$ cat config.mk
export PLATFORM = sky130hd
export DESIGN_NAME = adss_top
export DESIGN_NICKNAME = d
export VERILOG_FILES = /design/src/rtl/adss_top.v
export VERILOG_INCLUDE_DIRS = /design/src /design/src/rtl
export SDC_FILE = /design/constraint.sdc
export NUM_CORES = 1
export LEC_CHECK = 0
export BUFFER_PORTS_ARGS = -buffer_cell sky130_fd_sc_hd__buf_4
export CAP_MARGIN = 10
export CELL_PAD_IN_SITES_DETAIL_PLACEMENT = 1
export CELL_PAD_IN_SITES_GLOBAL_PLACEMENT = 2
export CORE_MARGIN = 10
export CORE_UTILIZATION = 44
export CTS_BUF_LIST = sky130_fd_sc_hd__clkbuf_8
export DETAILED_ROUTE_END_ITERATION = 12
export GPL_TIMING_DRIVEN = 0
export MAX_ROUTING_LAYER = met4
export PLACE_DENSITY_LB_ADDON = 0.15
export RECOVER_POWER = 25
export REMOVE_ABC_BUFFERS = 1
export SYNTH_ARGS = -nofsm -noshare
export SYNTH_HDL_FRONTEND = slang
export SYNTH_SLANG_ARGS = --single-unit
$ cat constraint.sdc
create_clock -name clk -period 5.45 [get_ports clk]
set_input_delay 1.09 -clock clk [delete_from_list [all_inputs] [get_ports clk]]
set_output_delay 1.09 -clock clk [all_outputs]
set_load 0.01 [all_outputs]
$ cat src/rtl/adss_map.vh
// Constants for the ADC sample sequencer block
`ifndef ADSS_MAP_VH
`define ADSS_MAP_VH
`define ADSS_CLK_HZ      50000000
`define ADSS_ADC_HZ      16667000
`define ADSS_CLK_DIV     ((`ADSS_CLK_HZ + `ADSS_ADC_HZ / 2) / `ADSS_ADC_HZ)
`define ADSS_NSEQ        4
`define ADSS_RES_W       10
`define ADSS_WORD_W      32
`define ADSS_NIB_W       68
`define ADSS_DEP0        4'h8
`define ADSS_DEP1        4'h4
`define ADSS_DEP2        4'h4
`define ADSS_DEP3        4'h1
`define ADSS_OFF0        7'h00
`define ADSS_OFF1        7'h20
`define ADSS_OFF2        7'h30
`define ADSS_OFF3        7'h40
`define ADSS_CTL_DIFF    0
`define ADSS_CTL_END     1
`define ADSS_CTL_IE      2
`define ADSS_CTL_TEMP    3
`define ADSS_TRIG_PROC   4'h0
`define ADSS_TRIG_EXT    4'h1
`define ADSS_TRIG_ALWAYS 4'hF
`define ADSS_PRI_RST     8'hE4
`define ADSS_AVG_MAX     3'h6
`endif

$ cat src/rtl/adss_top.v
// ADC sample sequencer control: triggers, steps, averaging, result FIFOs
//
// Behaviour
// - FIFO words are 32 bits, result in low 10 bits.
// - Sequencers 0..3 hold 8,4,4,1 steps; FIFO depths match.
// - Each step uses an input nibble and a control nibble.
// - Sequencer runs only when enabled; configuration accepted anytime.
// - Raw interrupt set after any step with interrupt flag.
// - Sequence ends after first step whose end flag is set.
// - Each pop removes and returns the oldest FIFO entry.
// - Head, tail, full, empty visible; overflow and underflow flagged.
// - ADC rate derived near 16.667 MHz, inside 14-18 MHz.
// - Interrupt output only for masked-in sequencers.
// - Raw status shown, and raw AND mask shown separately.
// - Writing 1 clears a sequencer interrupt; 0 does nothing.
// - Simultaneous triggers served by priority value, 0 first.
// - Per-sequencer trigger select, processor and always at least.
// - Processor trigger bit starts a processor-triggered sequencer.
// - Shared averager of up to 64 samples, off at reset.
// - Single-ended code runs 0x000 to 0x3FF.
// - Differential pair k uses input 2k positive, 2k+1 negative.
// - Differential zero gives 0x1FF, spanning 0 to 0x3FF.
// - Loopback test mode supplies data inside the digital section.
// - Priority resets to 0,1,2,3 for sequencers 0..3.
`timescale 1ns/10ps
`default_nettype none
`include "adss_map.vh"

module adss_top #(
  parameter CLK_DIV = `ADSS_CLK_DIV,
  parameter RES_W   = `ADSS_RES_W
) (
  input  wire        clk,
  input  wire        sys_rst,
  input  wire [3:0]  sequencer_enable_reg,
  input  wire [67:0] step_input_select,
  input  wire [67:0] step_control_nibbles,
  input  wire [15:0] trigger_source_select,
  input  wire [3:0]  ext_trig,
  input  wire [3:0]  software_trigger_bits,
  input  wire        pri_wr,
  input  wire [7:0]  pri_wdata,
  output wire [7:0]  sequencer_priority_reg,
  input  wire [2:0]  averaging_control,
  input  wire        loopback_test_reg,
  input  wire [3:0]  irq_gate_reg,
  input  wire [3:0]  masked_irq_clear_reg,
  output wire [3:0]  raw_irq_flags,
  output wire [3:0]  masked_irq_flags,
  output wire        adc_irq,
  output reg         conv_req,
  output reg  [3:0]  conv_pos,
  output reg  [3:0]  conv_neg,
  output reg         conv_diff,
  output reg         conv_temp,
  input  wire        conv_valid,
  input  wire [9:0]  conv_data,
  input  wire [3:0]  fifo_pop,
  output wire        pop_ready,
  output wire [31:0] result_fifo_port,
  output wire        rd_valid,
  input  wire        rd_ready,
  output wire [11:0] head_ptrs,
  output wire [11:0] tail_ptrs,
  output wire [3:0]  fifo_full,
  output wire [3:0]  fifo_empty,
  output wire [3:0]  fifo_overflow_flags,
  input  wire [3:0]  ovf_clear,
  output wire [3:0]  fifo_underflow_flags,
  input  wire [3:0]  unf_clear,
  output wire        seq_busy
);

  localparam [3:0] S_IDLE = 4'h1;
  localparam [3:0] S_REQ  = 4'h2;
  localparam [3:0] S_WAIT = 4'h4;
  localparam [3:0] S_DONE = 4'h8;

  function [3:0] dep;
    input [1:0] s;
    begin
      case (s)
        2'h0:    dep = `ADSS_DEP0;
        2'h1:    dep = `ADSS_DEP1;
        2'h2:    dep = `ADSS_DEP2;
        default: dep = `ADSS_DEP3;
      endcase
    end
  endfunction

  function [6:0] off;
    input [1:0] s;
    begin
      case (s)
        2'h0:    off = `ADSS_OFF0;
        2'h1:    off = `ADSS_OFF1;
        2'h2:    off = `ADSS_OFF2;
        default: off = `ADSS_OFF3;
      endcase
    end
  endfunction

  // ---------------------------------------------
  // ADC rate divider
  // ---------------------------------------------
  reg  [3:0] div_r;
  wire       adc_ce = (div_r == CLK_DIV - 1);

  always @(posedge clk) begin
    if (sys_rst || adc_ce)
      div_r <= 4'h0;
    else
      div_r <= div_r + 4'h1;
  end

  // ---------------------------------------------
  // Priority, triggers and arbitration
  // ---------------------------------------------
  reg  [7:0] pri_r;
  reg  [3:0] pend_r;
  reg  [3:0] st_r;
  reg  [1:0] seq_r;
  reg  [1:0] win;
  reg  [1:0] best;
  reg        win_ok;
  reg  [3:0] trig;
  integer    k;
  integer    j;

  assign sequencer_priority_reg = pri_r;

  always @(posedge clk) begin
    if (sys_rst)
      pri_r <= `ADSS_PRI_RST;
    else if (pri_wr)
      pri_r <= pri_wdata;
  end

  always @* begin
    trig = 4'h0;
    for (k = 0; k < 4; k = k + 1) begin
      case (trigger_source_select[4*k +: 4])
        `ADSS_TRIG_PROC:   trig[k] = software_trigger_bits[k];
        `ADSS_TRIG_EXT:    trig[k] = ext_trig[k];
        `ADSS_TRIG_ALWAYS: trig[k] = 1'b1;
        default:           trig[k] = 1'b0;
      endcase
    end
  end

  // Equal priorities fall back to the lower index
  always @* begin
    win_ok = 1'b0;
    win    = 2'h0;
    best   = 2'h3;
    for (j = 0; j < 4; j = j + 1) begin
      if (pend_r[j] && (!win_ok || pri_r[2*j +: 2] < best)) begin
        win_ok = 1'b1;
        win    = j[1:0];
        best   = pri_r[2*j +: 2];
      end
    end
  end

  wire start = st_r[0] && adc_ce && win_ok;

  always @(posedge clk) begin
    if (sys_rst)
      pend_r <= 4'h0;
    else
      pend_r <= (pend_r | trig) & sequencer_enable_reg
                & ~({3'h0, start} << win);
  end

  // ---------------------------------------------
  // Step sequencer and averager
  // ---------------------------------------------
  reg  [2:0]  step_r;
  reg  [15:0] acc_r;
  reg  [6:0]  acnt_r;
  reg  [4:0]  lbc_r;
  reg  [3:0]  irq_set;
  reg         fw_en;
  reg  [9:0]  fw_data;

  wire [6:0] nidx  = off(seq_r) + {2'h0, step_r, 2'h0};
  wire [3:0] sel_n = step_input_select[nidx +: 4];
  wire [3:0] ctl_n = step_control_nibbles[nidx +: 4];
  wire [2:0] avg_s = (averaging_control > `ADSS_AVG_MAX) ?
                     `ADSS_AVG_MAX : averaging_control;
  wire [6:0] gsz   = 7'h01 << avg_s;
  wire [9:0] lb_d  = {seq_r, step_r, lbc_r};
  wire       got   = loopback_test_reg || conv_valid;
  wire [9:0] smp   = loopback_test_reg ? lb_d : conv_data;
  wire [15:0] sum  = acc_r + {6'h00, smp};
  wire       grp   = (acnt_r + 7'h01 == gsz);
  wire       last  = ctl_n[`ADSS_CTL_END] ||
                     ({1'b0, step_r} == dep(seq_r) - 4'h1);
  wire       run   = sequencer_enable_reg[seq_r];

  assign seq_busy = !st_r[0];

  always @(posedge clk) begin
    if (sys_rst) begin
      st_r     <= S_IDLE;
      seq_r    <= 2'h0;
      step_r   <= 3'h0;
      acc_r    <= 16'h0000;
      acnt_r   <= 7'h00;
      lbc_r    <= 5'h00;
      conv_req <= 1'b0;
      conv_pos <= 4'h0;
      conv_neg <= 4'h0;
      conv_diff <= 1'b0;
      conv_temp <= 1'b0;
    end else begin
      conv_req <= 1'b0;
      case (st_r)
        S_IDLE: begin
          if (start) begin
            seq_r  <= win;
            step_r <= 3'h0;
            acc_r  <= 16'h0000;
            acnt_r <= 7'h00;
            st_r   <= S_REQ;
          end
        end
        S_REQ: begin
          if (adc_ce) begin
            conv_req  <= !loopback_test_reg;
            conv_diff <= ctl_n[`ADSS_CTL_DIFF];
            conv_temp <= ctl_n[`ADSS_CTL_TEMP];
            if (ctl_n[`ADSS_CTL_DIFF]) begin
              conv_pos <= {sel_n[2:0], 1'b0};
              conv_neg <= {sel_n[2:0], 1'b1};
            end else begin
              conv_pos <= sel_n;
              conv_neg <= 4'h0;
            end
            st_r <= S_WAIT;
          end
        end
        S_WAIT: begin
          // Code is taken as delivered: straight or offset binary
          if (got) begin
            lbc_r <= lbc_r + 5'h01;
            if (!run) begin
              st_r <= S_IDLE;
            end else if (grp) begin
              acc_r  <= 16'h0000;
              acnt_r <= 7'h00;
              st_r   <= S_DONE;
            end else begin
              acc_r  <= sum;
              acnt_r <= acnt_r + 7'h01;
              st_r   <= S_REQ;
            end
          end
        end
        S_DONE: begin
          if (last) begin
            st_r <= S_IDLE;
          end else begin
            step_r <= step_r + 3'h1;
            st_r   <= S_REQ;
          end
        end
        default: st_r <= S_IDLE;
      endcase
    end
  end

  // One word per completed group, written in step order
  always @(posedge clk) begin
    if (sys_rst) begin
      fw_en   <= 1'b0;
      fw_data <= 10'h000;
      irq_set <= 4'h0;
    end else begin
      fw_en   <= st_r[2] && got && run && grp;
      fw_data <= sum[avg_s +: 10];
      irq_set <= (st_r[2] && got && run && grp && ctl_n[`ADSS_CTL_IE]) ?
                 (4'h1 << seq_r) : 4'h0;
    end
  end

  // ---------------------------------------------
  // Interrupt status
  // ---------------------------------------------
  reg [3:0] raw_r;

  always @(posedge clk) begin
    if (sys_rst)
      raw_r <= 4'h0;
    else
      raw_r <= (raw_r & ~masked_irq_clear_reg) | irq_set;
  end

  assign raw_irq_flags    = raw_r;
  assign masked_irq_flags = raw_r & irq_gate_reg;
  assign adc_irq          = |masked_irq_flags;

  // ---------------------------------------------
  // Result FIFOs
  // ---------------------------------------------
  reg  [1:0] psel;
  reg  [1:0] fw_seq_r;
  integer    m;
  wire [39:0] hd;
  wire [3:0]  emp;

  always @* begin
    psel = 2'h0;
    for (m = 3; m >= 0; m = m - 1)
      if (fifo_pop[m])
        psel = m[1:0];
  end

  always @(posedge clk) begin
    if (sys_rst)
      fw_seq_r <= 2'h0;
    else
      fw_seq_r <= seq_r;
  end

  wire pop_ok = (|fifo_pop) && pop_ready;
  wire push   = pop_ok && !emp[psel];

  genvar g;
  generate
    for (g = 0; g < 4; g = g + 1) begin : g_fifo
      localparam [3:0] D = (g == 0) ? `ADSS_DEP0 : (g == 1) ? `ADSS_DEP1 :
                           (g == 2) ? `ADSS_DEP2 : `ADSS_DEP3;
      reg  [9:0] mem [0:7];
      reg  [2:0] wp_r;
      reg  [2:0] rp_r;
      reg  [3:0] cnt_r;
      reg        ovf_r;
      reg        unf_r;
      wire       full = (cnt_r == D);
      wire       wr   = fw_en && (fw_seq_r == g);
      wire       rd   = push && (psel == g);
      wire       bad  = pop_ok && (psel == g) && (cnt_r == 4'h0);

      always @(posedge clk) begin
        if (sys_rst) begin
          wp_r  <= 3'h0;
          rp_r  <= 3'h0;
          cnt_r <= 4'h0;
          ovf_r <= 1'b0;
          unf_r <= 1'b0;
        end else begin
          if (wr && !full) begin
            mem[wp_r] <= fw_data;
            wp_r <= ({1'b0, wp_r} == D - 4'h1) ? 3'h0 : wp_r + 3'h1;
          end
          if (rd)
            rp_r <= ({1'b0, rp_r} == D - 4'h1) ? 3'h0 : rp_r + 3'h1;
          cnt_r <= cnt_r + {3'h0, wr && !full} - {3'h0, rd};
          ovf_r <= (ovf_r && !ovf_clear[g]) || (wr && full);
          unf_r <= (unf_r && !unf_clear[g]) || bad;
        end
      end

      assign hd[10*g +: 10]        = mem[rp_r];
      assign emp[g]                = (cnt_r == 4'h0);
      assign head_ptrs[3*g +: 3]   = rp_r;
      assign tail_ptrs[3*g +: 3]   = wp_r;
      assign fifo_full[g]          = full;
      assign fifo_overflow_flags[g]  = ovf_r;
      assign fifo_underflow_flags[g] = unf_r;
    end
  endgenerate

  assign fifo_empty = emp;

  // ---------------------------------------------
  // Two-entry read buffer
  // ---------------------------------------------
  reg  [9:0] b0_r;
  reg  [9:0] b1_r;
  reg  [1:0] bc_r;
  wire       drain = rd_valid && rd_ready;
  wire [9:0] pw    = hd[10*psel +: 10];

  assign rd_valid  = (bc_r != 2'h0);
  assign pop_ready = (bc_r != 2'h2);
  assign result_fifo_port = {22'h000000, b0_r};

  always @(posedge clk) begin
    if (sys_rst) begin
      b0_r <= 10'h000;
      b1_r <= 10'h000;
      bc_r <= 2'h0;
    end else begin
      if (drain)
        b0_r <= b1_r;
      if (push) begin
        if (bc_r == 2'h0 || (bc_r == 2'h1 && drain))
          b0_r <= pw;
        else
          b1_r <= pw;
      end
      bc_r <= bc_r + {1'b0, push} - {1'b0, drain};
    end
  end

endmodule
`default_nettype wire

==> Word level (Yosys, flattened, before mapping) <==
Memories as Yosys holds them, arrays and structs flattened. A register that Yosys moved wholly into a read port is not among the register bits.
Cells that the tools add are included.
{ "classes": {"add_sub_neg": 25, "multipliers": 1, "magnitude_cmp": 6, "n_eq_ne": 40, "shift": 7, "mux": 79, "n_bitwise": 12, "n_reduce_logical": 107} }
{ "ops": {"columns": ["operator", "n"], "rows": [
  ["indexed part select 68 x 8 -> 4 bit", 2],
  ["two-way mux 16 bit", 4],
  ["two-way mux 3 bit", 19],
  ["logical AND 1 bit", 45],
  ["two-way mux 10 bit", 4],
  ["indexed part select 40 x 7 -> 10 bit", 1],
  ["zero test 4 bit", 8],
  ["one-hot mux 16 bit (2 select lines)", 1],
  ["two-way mux 4 bit", 7],
  ["two-way mux 7 bit", 4],
  ["adder 3 x 1 -> 3 bit (second input constant)", 9],
  ["== test 4 x 1 -> 1 bit (second input constant)", 6],
  ["== test 4 bit (second input constant)", 6],
  ["one-hot mux 7 bit (3 select lines)", 1],
  ["two-way mux 2 bit", 10],
  ["two-way mux 1 bit", 19],
  ["zero test 1 bit", 18],
  ["adder 16 x 10 -> 16 bit", 1],
  ["adder 4 x 1 -> 4 bit", 4],
  ["AND 4 bit", 4],
  ["one-hot mux 4 bit (4 select lines)", 1],
  ["indexed part select 16 x 4 -> 10 bit", 1],
  ["subtractor 4 x 1 -> 4 bit", 4],
  ["logical OR 1 bit", 15],
  ["40 further kinds", 83]
]} }
{ "word_totals": {"reg_bits": 155, "ram_bits": 320, "in_bits": 211, "out_inout_bits": 103, "word_cells": 323, "memories": 4} }
{ "mem_list": {"columns": ["memory", "depth", "word_bits", "rd", "rd_ports_with_merged_regs", "write_ports", "line", "rtl"], "rows": [
  ["g_fifo[0].mem", 8, 10, 1, 1, 1, "adss_top.v:334", "reg [9:0] mem [0:7];"],
  ["g_fifo[1].mem", 8, 10, 1, 1, 1, "adss_top.v:334", null],
  ["g_fifo[2].mem", 8, 10, 1, 1, 1, "adss_top.v:334", null],
  ["g_fifo[3].mem", 8, 10, 1, 1, 1, "adss_top.v:334", null]
]} }

==> Depth between registers and ports, before layout <==
Gate-level depths: netlist (run 1).
{ "depth": {"ltp_word": 17, "depth_mapped": 15, "mapped_depth_nobuf": 15} }

==> Worst setup path before layout (run 1) <==
Ideal clock, no wire load.
{ "synth_timing": {"path_type": "input to register", "from": "input loopback_test_reg", "to": "register fw_data[9]", "setup_time_ns": 0.122, "t_arrival_ns": 3.947, "path_slack_ns": 1.381, "path_stages": 11, "path_buffers": 2, "path_cell_list": "buf_1 > mux2_2 > ha_1 > a21o_1 > a22o_1 > o21a_1 > or3_1 > buf_6 > a221o_1 > a221o_1 > o311a_1"} }
{ "synth_between": {"elab_chain_len": 3} }
{ "synth_lines": {"columns": ["item", "line", "rtl"], "rows": [
  ["from (decl)", "adss_top.v:45", "input wire loopback_test_reg,"],
  ["two-way mux 10 bit", "adss_top.v:194", "wire [9:0] smp = loopback_test_reg ? lb_d : conv_data;"],
  ["adder 16 x 10 -> 16 bit", "adss_top.v:195", "wire [15:0] sum = acc_r + {6'h00, smp};"],
  ["indexed part select 16 x 4 -> 10 bit", "adss_top.v:281", "fw_data <= sum[avg_s +: 10];"],
  ["to (signal assigned)", "adss_top.v:281", null],
  ["to (decl)", "adss_top.v:184", "reg [9:0] fw_data;"]
]} }
No other way between the ends.
A chain may end at the register's enable or synchronous reset.

==> Final worst setup path (run 1) <==
{ "layout_timing": {"from": "input fifo_pop[1]", "to": "register g_fifo[1].cnt_r[3]"} }
{ "layout_between": {"elab_chain_len": 8} }
{ "layout_lines": {"columns": ["item", "line", "rtl"], "rows": [
  ["from (decl)", "adss_top.v:58", "input wire [3:0] fifo_pop,"],
  ["two-way mux 2 bit (2 in series)", "adss_top.v:315", "if (fifo_pop[m])"],
  ["binary-select mux 1 bit (select 2 bit)", "adss_top.v:327", "wire push = pop_ok && !emp[psel];"],
  ["two-way mux 1 bit (implied by the code)", "adss_top.v:327", null],
  ["zero test 1 bit", "adss_top.v:327", null],
  ["logical AND 1 bit", "adss_top.v:327", null],
  ["logical AND 1 bit (*)", "adss_top.v:342", "wire rd = push && (psel == g);"],
  ["named net g_fifo[1].rd", "adss_top.v:342", null],
  ["subtractor 4 x 1 -> 4 bit (*)", "adss_top.v:359", "cnt_r <= cnt_r + {3'h0, wr && !full} - {3'h0, rd};"],
  ["to (signal assigned)", "adss_top.v:359", null],
  ["to (decl)", "adss_top.v:337", "reg [3:0] cnt_r;"]
]} }
The timed path passes the listed nets; every way through them passes the cells marked *. The select of a mux whose other input is x is not followed.

==> results of run 1 <==
final timing paths:
check,slack [ps],start,to,cells after the start
setup / recovery,1420,fifo_pop[1],g_fifo[1].cnt_r[3]$_SDFF_PP0_,12
setup reg to reg,1520,g_fifo[3].cnt_r[2]$_SDFF_PP0_,g_fifo[1].cnt_r[3]$_SDFF_PP0_,13
hold / removal,460,conv_pos[1]$_SDFFE_PP0P_,conv_pos[1]$_SDFFE_PP0P_,2
hold reg to reg,460,conv_pos[1]$_SDFFE_PP0P_,conv_pos[1]$_SDFFE_PP0P_,2
logic make-up after synthesis:
| group | count (synthesis) |
|---|---|
| other | 1 |
| DFF | 486 |
| and+or+nand+nor | 443 |
| AOI/OAI and AO/OA | 278 |
| xor gates and xnor gates | 30 |
| muxes | 224 |
| adders and majority gates | 64 |
| buffers and inverters | 190 |
cell usage in the layout (no fill, tap or decap), types with 15 or more instances in the layout:
cell and instances:
sky130_fd_sc_hd__a21oi_1 77, sky130_fd_sc_hd__nor3b_1 17, sky130_fd_sc_hd__nor2b_1 21, sky130_fd_sc_hd__nor2_1 148, sky130_fd_sc_hd__nand2b_1 25, sky130_fd_sc_hd__o21ai_0 37
sky130_fd_sc_hd__clkbuf_8 92, sky130_fd_sc_hd__conb_1 22, sky130_fd_sc_hd__inv_1 93, sky130_fd_sc_hd__edfxtp_1 320, sky130_fd_sc_hd__a211oi_1 19, sky130_fd_sc_hd__mux4_2 117
sky130_fd_sc_hd__dfxtp_1 161, sky130_fd_sc_hd__nand2_1 83, sky130_fd_sc_hd__ha_1 57, sky130_fd_sc_hd__xnor2_1 17, sky130_fd_sc_hd__nand3_1 22, sky130_fd_sc_hd__o211ai_1 15
sky130_fd_sc_hd__nor3_1 32, sky130_fd_sc_hd__buf_4 291, sky130_fd_sc_hd__mux2i_1 94, sky130_fd_sc_hd__o22ai_1 24
power breakdown:
part           leakage (uW)  switching, uW  total [uW]  internal [uW]
clock              0.000936           1500        3250           1750
combinational       0.00472            816        1540            727
sequential          0.00429            174        4240           4070
layout make-up:
class / count / area (sq um)
diodes: 1 / 2.502
clock buffers: 92 / 1266
clock inverters: 59 / 374.1
fillers: 5248 / 24060
inverters: 70 / 262.8
multi-input cells: 1061 / 9037
flip-flops and latches: 486 / 12940
well taps: 680 / 850.8
repair buffers: 308 / 2405
critical path: cells and delay by family:
kind / cells / cell delay [ps]
xor gates and xnor gates: 1 / 150
and+or+nand+nor: 4 / 1770
buffers and inverters: 2 / 190
AOI/OAI and AO/OA: 3 / 720
adders and majority gates: 2 / 610
per-stage QoR:
step / setup WS (ps) / instances
2_1_floorplan: 1326 / 1617
3_3_place_gp: 300.8 / 2588
3_5_place_dp: 675.7 / 2595
4_1_cts: 1367 / 2746
5_1_grt: 1250 / 2757
6_report: 1423 / 2757
layer usage:
metal / vias to the layer above / part of all wire / track usage
li1: 7101 / - / -
met3: 91 / 0.053 / 0.04521
met1: 7760 / 0.39 / 0.2438
met2: 391 / 0.52 / 0.3781
met5: - / 0 / -
met4: 0 / 0.028 / 0.07890
==> qor.yml, run 1 <==
status:
  status: "finished clean"
synth:
  syn-instance-count: 1716
  synth.yosys.seq_area_share: 0.5688
  number_of_synthesized_flops_with_an_enable_pin: 320
  post-synth-top-area-cell: "sky130_fd_sc_hd__edfxtp_1"
  yosys-mux-area-fraction: 0.1637
  synthSimpleGateAreaFrac: 0.09681
  post_synth_most_frequent_cells: "sky130_fd_sc_hd__edfxtp_1, sky130_fd_sc_hd__dfxtp_1, sky130_fd_sc_hd__nor2_1"
  yosys_register_bits: 486
  synth_area_per_cell_sq_um: 13.25
  synth-compound-area-share: 0.08277
  postSynth.asyncResetShare: 0
  main_combinational_cell_family_by_area_after_synthesis: "multiplexers"
  synth.top_cell.area_share: 0.4227
  synth.distinct_cells: 85
  yosys.cell_count.top_type: "sky130_fd_sc_hd__edfxtp_1"
  synth.area.top_cells: "sky130_fd_sc_hd__edfxtp_1, sky130_fd_sc_hd__dfxtp_1, sky130_fd_sc_hd__mux4_2"
  ys.warnings.count: 0
  post_synth_xor_area_fraction: 0.01156
  synth-adder-area-share: 0.03709
  dominantRegCellSynth: "sky130_fd_sc_hd__edfxtp_1"
  synth_area_sq_um: 22730
pwr:
  power_density_nw_per_um2: 332.9
  power_leakage_uw: 0.009944
  vdd_drop_max_v: 0.0001734
  post-layout-total-power_uw: 9034
global_routing:
  first_global_vias: 16740
  antenna_found_initial: 1
  gr-usage-all-layers: 0.2174
  grt_first_pass_wirelength_mm: 99.33
  grt_remaining_overflow: 0
  largest_net_degree_at_the_start_of_global_routing: 89
timing:
  final_hold_viol_count: 0
  final_period_minus_worst_setup_slack_ps: 4028
  fin_crit_sh: 0.7390
  achievable-frequency_mhz: 248.3
  final_setup_violation_count: 0
  whs_ps: 460.9
  final-max-slew-violation-count: 0
  tightest_slew_margin_relative_to_the_limit: 0.1197
  actual_transition_at_the_worst_max_transition_pin_ps: 1320
  clock_skew_ps: 39.21
  setup_tns_ps: 0
  grt_setup_unrepaired: "no"
route:
  dr_total_vias: 15340
  drt-vias-per-instance: 5.565
  routed_wirelength_mm: 64.83
  ant_nets: 0
  violation_count_after_the_first_detailed_routing_iteration: 835
  remaining_design_rule_violation_count: 0
  wl_per_cell_um: 23.51
  detailedRoute.firstPassIterationCount: 7
clock_tree:
  cts.reportedPaths.clkPinSlew_ps: 50
  cts-resized-gates: 0
  ctsLongestPathBuffers: 3
  post-cts-setup-buffers: 0
  cts-buffers-inserted: 82
  htree_levels: 3
  cts.sink_count: 486
  cts_tree: "done"
  hold_buffer_count_at_cts: 0
  clock_tree.root_cell: "sky130_fd_sc_hd__clkbuf_8"
  clock_insertion_delay_at_the_later_pin_of_the_skew_report_ps: 660
die:
  floorplan.initialDensity: 0.4440
  die-width_um: 247.3
  core_region_area_sq_um: 51200
  die-height_um: 247.3
  floorplan.io_pins: 314
  floorplan.rows: 83
  design.die.area_sq_um: 61160
job:
  drv.max_cap_violation_count: 0
setup_path:
  critPathMostFrequentCell: "sky130_fd_sc_hd__nor2_1"
  crit_type: "in -> reg"
  endpoint_kind: "register"
  crit_path_cell_trace: "buf_4, nor2_1, a21boi_1, nand4_1, nor2_1, ha_1, inv_1, ha_1, a21o_1, a21oi_1, xnor2_1, nor2_1"
  critical-path-slowest-cell: "sky130_fd_sc_hd__nor2_1"
  start_kind: "input pin"
  path_max_fanout: 16
  critical_path_arrival_ps: 4530
  worst-endpoint-required_ps: 5960
  max_stage_delay_ps: 880
placement:
  area_after_dpl_sq_um: 25410
  hpwl_mm: 45.92
  gp_congestion: 0.7966
  port_buffers: 291
cells_and_area:
  final_core_utilization: 0.5300
  num-nets-final: 2283
  layout-drive-gt1-share: 0.2818
  largest_reg_flops: 320
  largest-register: "g_fifo.mem"
  largestRegisters: "g_fifo.mem x320, acc_r x16, g_fifo.cnt_r x16"
  fin_area_sq_um: 27140
  area_growth_syn_to_layout_pct: 19.37
worst_hold_path:
  worstHoldPathType: "reg -> reg"
Power figures use the tool's default switching activity.
==> inputs of run 2 (changes only) <==
--- a/config.mk
+++ b/config.mk
@@ -11,7 +11,7 @@
 export CELL_PAD_IN_SITES_DETAIL_PLACEMENT = 1
 export CELL_PAD_IN_SITES_GLOBAL_PLACEMENT = 2
 export CORE_MARGIN = 10
-export CORE_UTILIZATION = 44
+export CORE_UTILIZATION = 37
 export CTS_BUF_LIST = sky130_fd_sc_hd__clkbuf_8
 export DETAILED_ROUTE_END_ITERATION = 12
 export GPL_TIMING_DRIVEN = 0
==> constraint.sdc (replaced) <==
create_clock -name clk -period 3.3 [get_ports clk]
set_input_delay 0.66 -clock clk [delete_from_list [all_inputs] [get_ports clk]]
set_output_delay 0.66 -clock clk [all_outputs]
set_load 0.01 [all_outputs]
==> run 2 against run 1 <==
  * Clock skew decreased by 10 ps
  * Routed wire length rose by 3.0%
  * Power grew 65%
  * Via count increased by 0.54%
  * Sequential share of layout area down 0.53 points
  * Sequential cell count unchanged
  * Hold slack got worse by 220 ps
  * Die area is 17% higher
  * Register-to-register slack worse by 1400 ps
  * Largest power group unchanged
  * Highest routed layer unchanged
==> qor.yml, run 2 (synthesis results as in run 1) <==
status:
  status: "finished clean"
cells_and_area:
  area_growth_syn_to_layout_pct: 20.80
  final_cell_mix: "sky130_fd_sc_hd__edfxtp_1, sky130_fd_sc_hd__buf_4, sky130_fd_sc_hd__dfxtp_1"
  most_frequent_standard_cell_in_the_layout_excluding_fill_and_tap_cells: "sky130_fd_sc_hd__edfxtp_1"
  final_core_utilization: 0.4533  # -0.07672
  largest-register: "g_fifo.mem"
  num-nets-final: 2298  # +0.66%
  largestRegisters: "g_fifo.mem x320, acc_r x16, g_fifo.cnt_r x16"
  layout-drive-gt1-share: 0.2974  # +0.01558
  largest_reg_flops: 320  # unchanged
clock_tree:
  cts.reportedPaths.clkPinSlew_ps: 60  # about the same
  hold_buffer_count_at_cts: 0  # unchanged
  cts-buffers-inserted: 84  # +2.4%
  ctsLongestPathBuffers: 3  # unchanged
  clock_tree.root_cell: "sky130_fd_sc_hd__clkbuf_8"
  htree_levels: 3  # unchanged
  clock_insertion_delay_at_the_later_pin_of_the_skew_report_ps: 670  # about the same
  cts_tree: "done"
  cts.sink_count: 486  # unchanged
timing:
  setup_tns_ps: 0  # unchanged
  clock_skew_ps: 29.10  # -10.10 ps
  final-max-slew-violation-count: 0  # unchanged
  actual_transition_at_the_worst_max_transition_pin_ps: 1272  # -48.82 ps
  achievable-frequency_mhz: 310.4
  tightest_slew_margin_relative_to_the_limit: 0.1523  # +0.03254
  whs_ps: 236.5  # -224.4 ps
  final_period_minus_worst_setup_slack_ps: 3222
  final_hold_viol_count: 0  # unchanged
  fin_crit_sh: 0.9763
  final_setup_violation_count: 0  # unchanged
  grt_setup_unrepaired: "yes"
setup_path:
  path_max_fanout: 10  # -6
  critical_path_arrival_ps: 3500  # -1030 ps
  worst-endpoint-required_ps: 3570  # -2390 ps
  r2r-start: "g_fifo[3].cnt_r[2]$_SDFF_PP0_"
  crit_type: "reg -> reg"
  start_kind: "register"
  endpoint_kind: "register"
  critPathLaunch: "g_fifo[3].cnt_r[2]$_SDFF_PP0_"
worst_hold_path:
  min_from: "pri_wdata[7]"
  worstHoldPathType: "in -> reg"
pwr:
  vdd_drop_max_v: 0.0002605  # +50%
  post-layout-total-power_uw: 14900  # +65%
  power_leakage_uw: 0.01002  # +0.73%
  power_density_nw_per_um2: 542.4  # +63%
route:
  violation_count_after_the_first_detailed_routing_iteration: 803  # -3.8%
  drt-vias-per-instance: 5.358  # -3.7%
  remaining_design_rule_violation_count: 0  # unchanged
  detailedRoute.firstPassIterationCount: 6  # -1
  wl_per_cell_um: 23.18  # -1.4%
  routed_wirelength_mm: 66.74  # +3.0%
  ant_nets: 0  # unchanged
  dr_total_vias: 15430  # +0.54%
die:
  floorplan.io_pins: 314  # unchanged
  die-height_um: 267.9  # +8.3%
  die-width_um: 267.9  # +8.3%
  floorplan.rows: 90  # +8.4%
  core_region_area_sq_um: 60580  # +18%
  design.die.area_sq_um: 71760  # +17%
  floorplan.initialDensity: 0.3753  # -0.06879
placement:
  hpwl_mm: 47.62  # +3.7%
  port_buffers: 291  # unchanged
  gp_congestion: 0.7771  # -2.4%
global_routing:
  gr-usage-all-layers: 0.1896  # -0.02780
  largest_net_degree_at_the_start_of_global_routing: 107  # +20%
  grt_remaining_overflow: 0  # unchanged
  first_global_vias: 16700  # -0.21%
  antenna_found_initial: 5  # +4
  grt_first_pass_wirelength_mm: 100.9  # +1.5%
job:
  drv.max_cap_violation_count: 0  # unchanged
-- run 2: cell types whose count changed in the layout (fill, tap and decap cells not counted), sizes merged --
cell	delta
clkinv	+12
bufinv	-1
clkbuf	-6
a211oi	+1
diode	+1
buf	+14
clkinvlp	-1
-- run 2: layout make-up --
cell class	instances	area, sq um
tap	782	978.4
clock buffer	88	1211
multi-input combinational	1062	9136
timing repair buffer	320	2501
fill	6334	33120
sequential	486	12950
clock inverter	69	419.2
antenna	2	5.005
inverter	70	262.8
-- run 2: what timing repair did --
action | 4_1_cts | 5_1_grt
hold endpoints to repair | 0 | 0
cloned | 0 | 1
pin swaps | 3 | 4
endpoints found under the setup margin | 44 | 69
buffers inserted | 8 | 4
resized for setup | 12 | 15
-- run 2: final timing paths --
kind,end,slack [ps],cells past startpoint
max,g_fifo[3].mem[7][6]$_DFFE_PP_,80,6
min,sequencer_priority_reg[7]$_SDFFE_PP1P_,240,3
max reg2reg,g_fifo[3].mem[7][6]$_DFFE_PP_,80,6
min reg2reg,raw_irq_flags[3]$_SDFF_PP0_,460,2
-- run 2: per-layer routing --
| layer | up-vias | global-route usage | part of all wire |
|---|---|---|---|
| li1 | 7150 | - | - |
| met1 | 7818 | 0.2056 | 0.39 |
| met2 | 351 | 0.3401 | 0.53 |
| met3 | 107 | 0.04324 | 0.047 |
| met4 | 0 | 0.05969 | 0.028 |
| met5 | - | - | 0 |
-- run 2: worst max-delay path, cell delays in order, from the launching register on --
cell                      delay, ps
sky130_fd_sc_hd__dfxtp_1        310
sky130_fd_sc_hd__inv_1           50
sky130_fd_sc_hd__ha_1           200
sky130_fd_sc_hd__and3_1         250
sky130_fd_sc_hd__or3b_2         660
sky130_fd_sc_hd__or3_1          450
sky130_fd_sc_hd__nor2_1         890
-- run 2: stage by stage --
stage / instances / cell area, sq um / setup WS (ps)
after floorplan: 1617 / 22190 / -823.9
after global placement: 2690 / 25350 / -1720
after detailed placement: 2701 / 25580 / -1095
after CTS: 2866 / 27320 / -152.8
after global routing: 2879 / 27460 / -62.76
final: 2879 / 27460 / 78.20
-- run 2: report_power, final --
group          switching, uW  internal, uW  total, uW
sequential               313          6710       7030
combinational           1340          1220       2560
clock                   2550          2760       5310
total                   4210         10700      14900
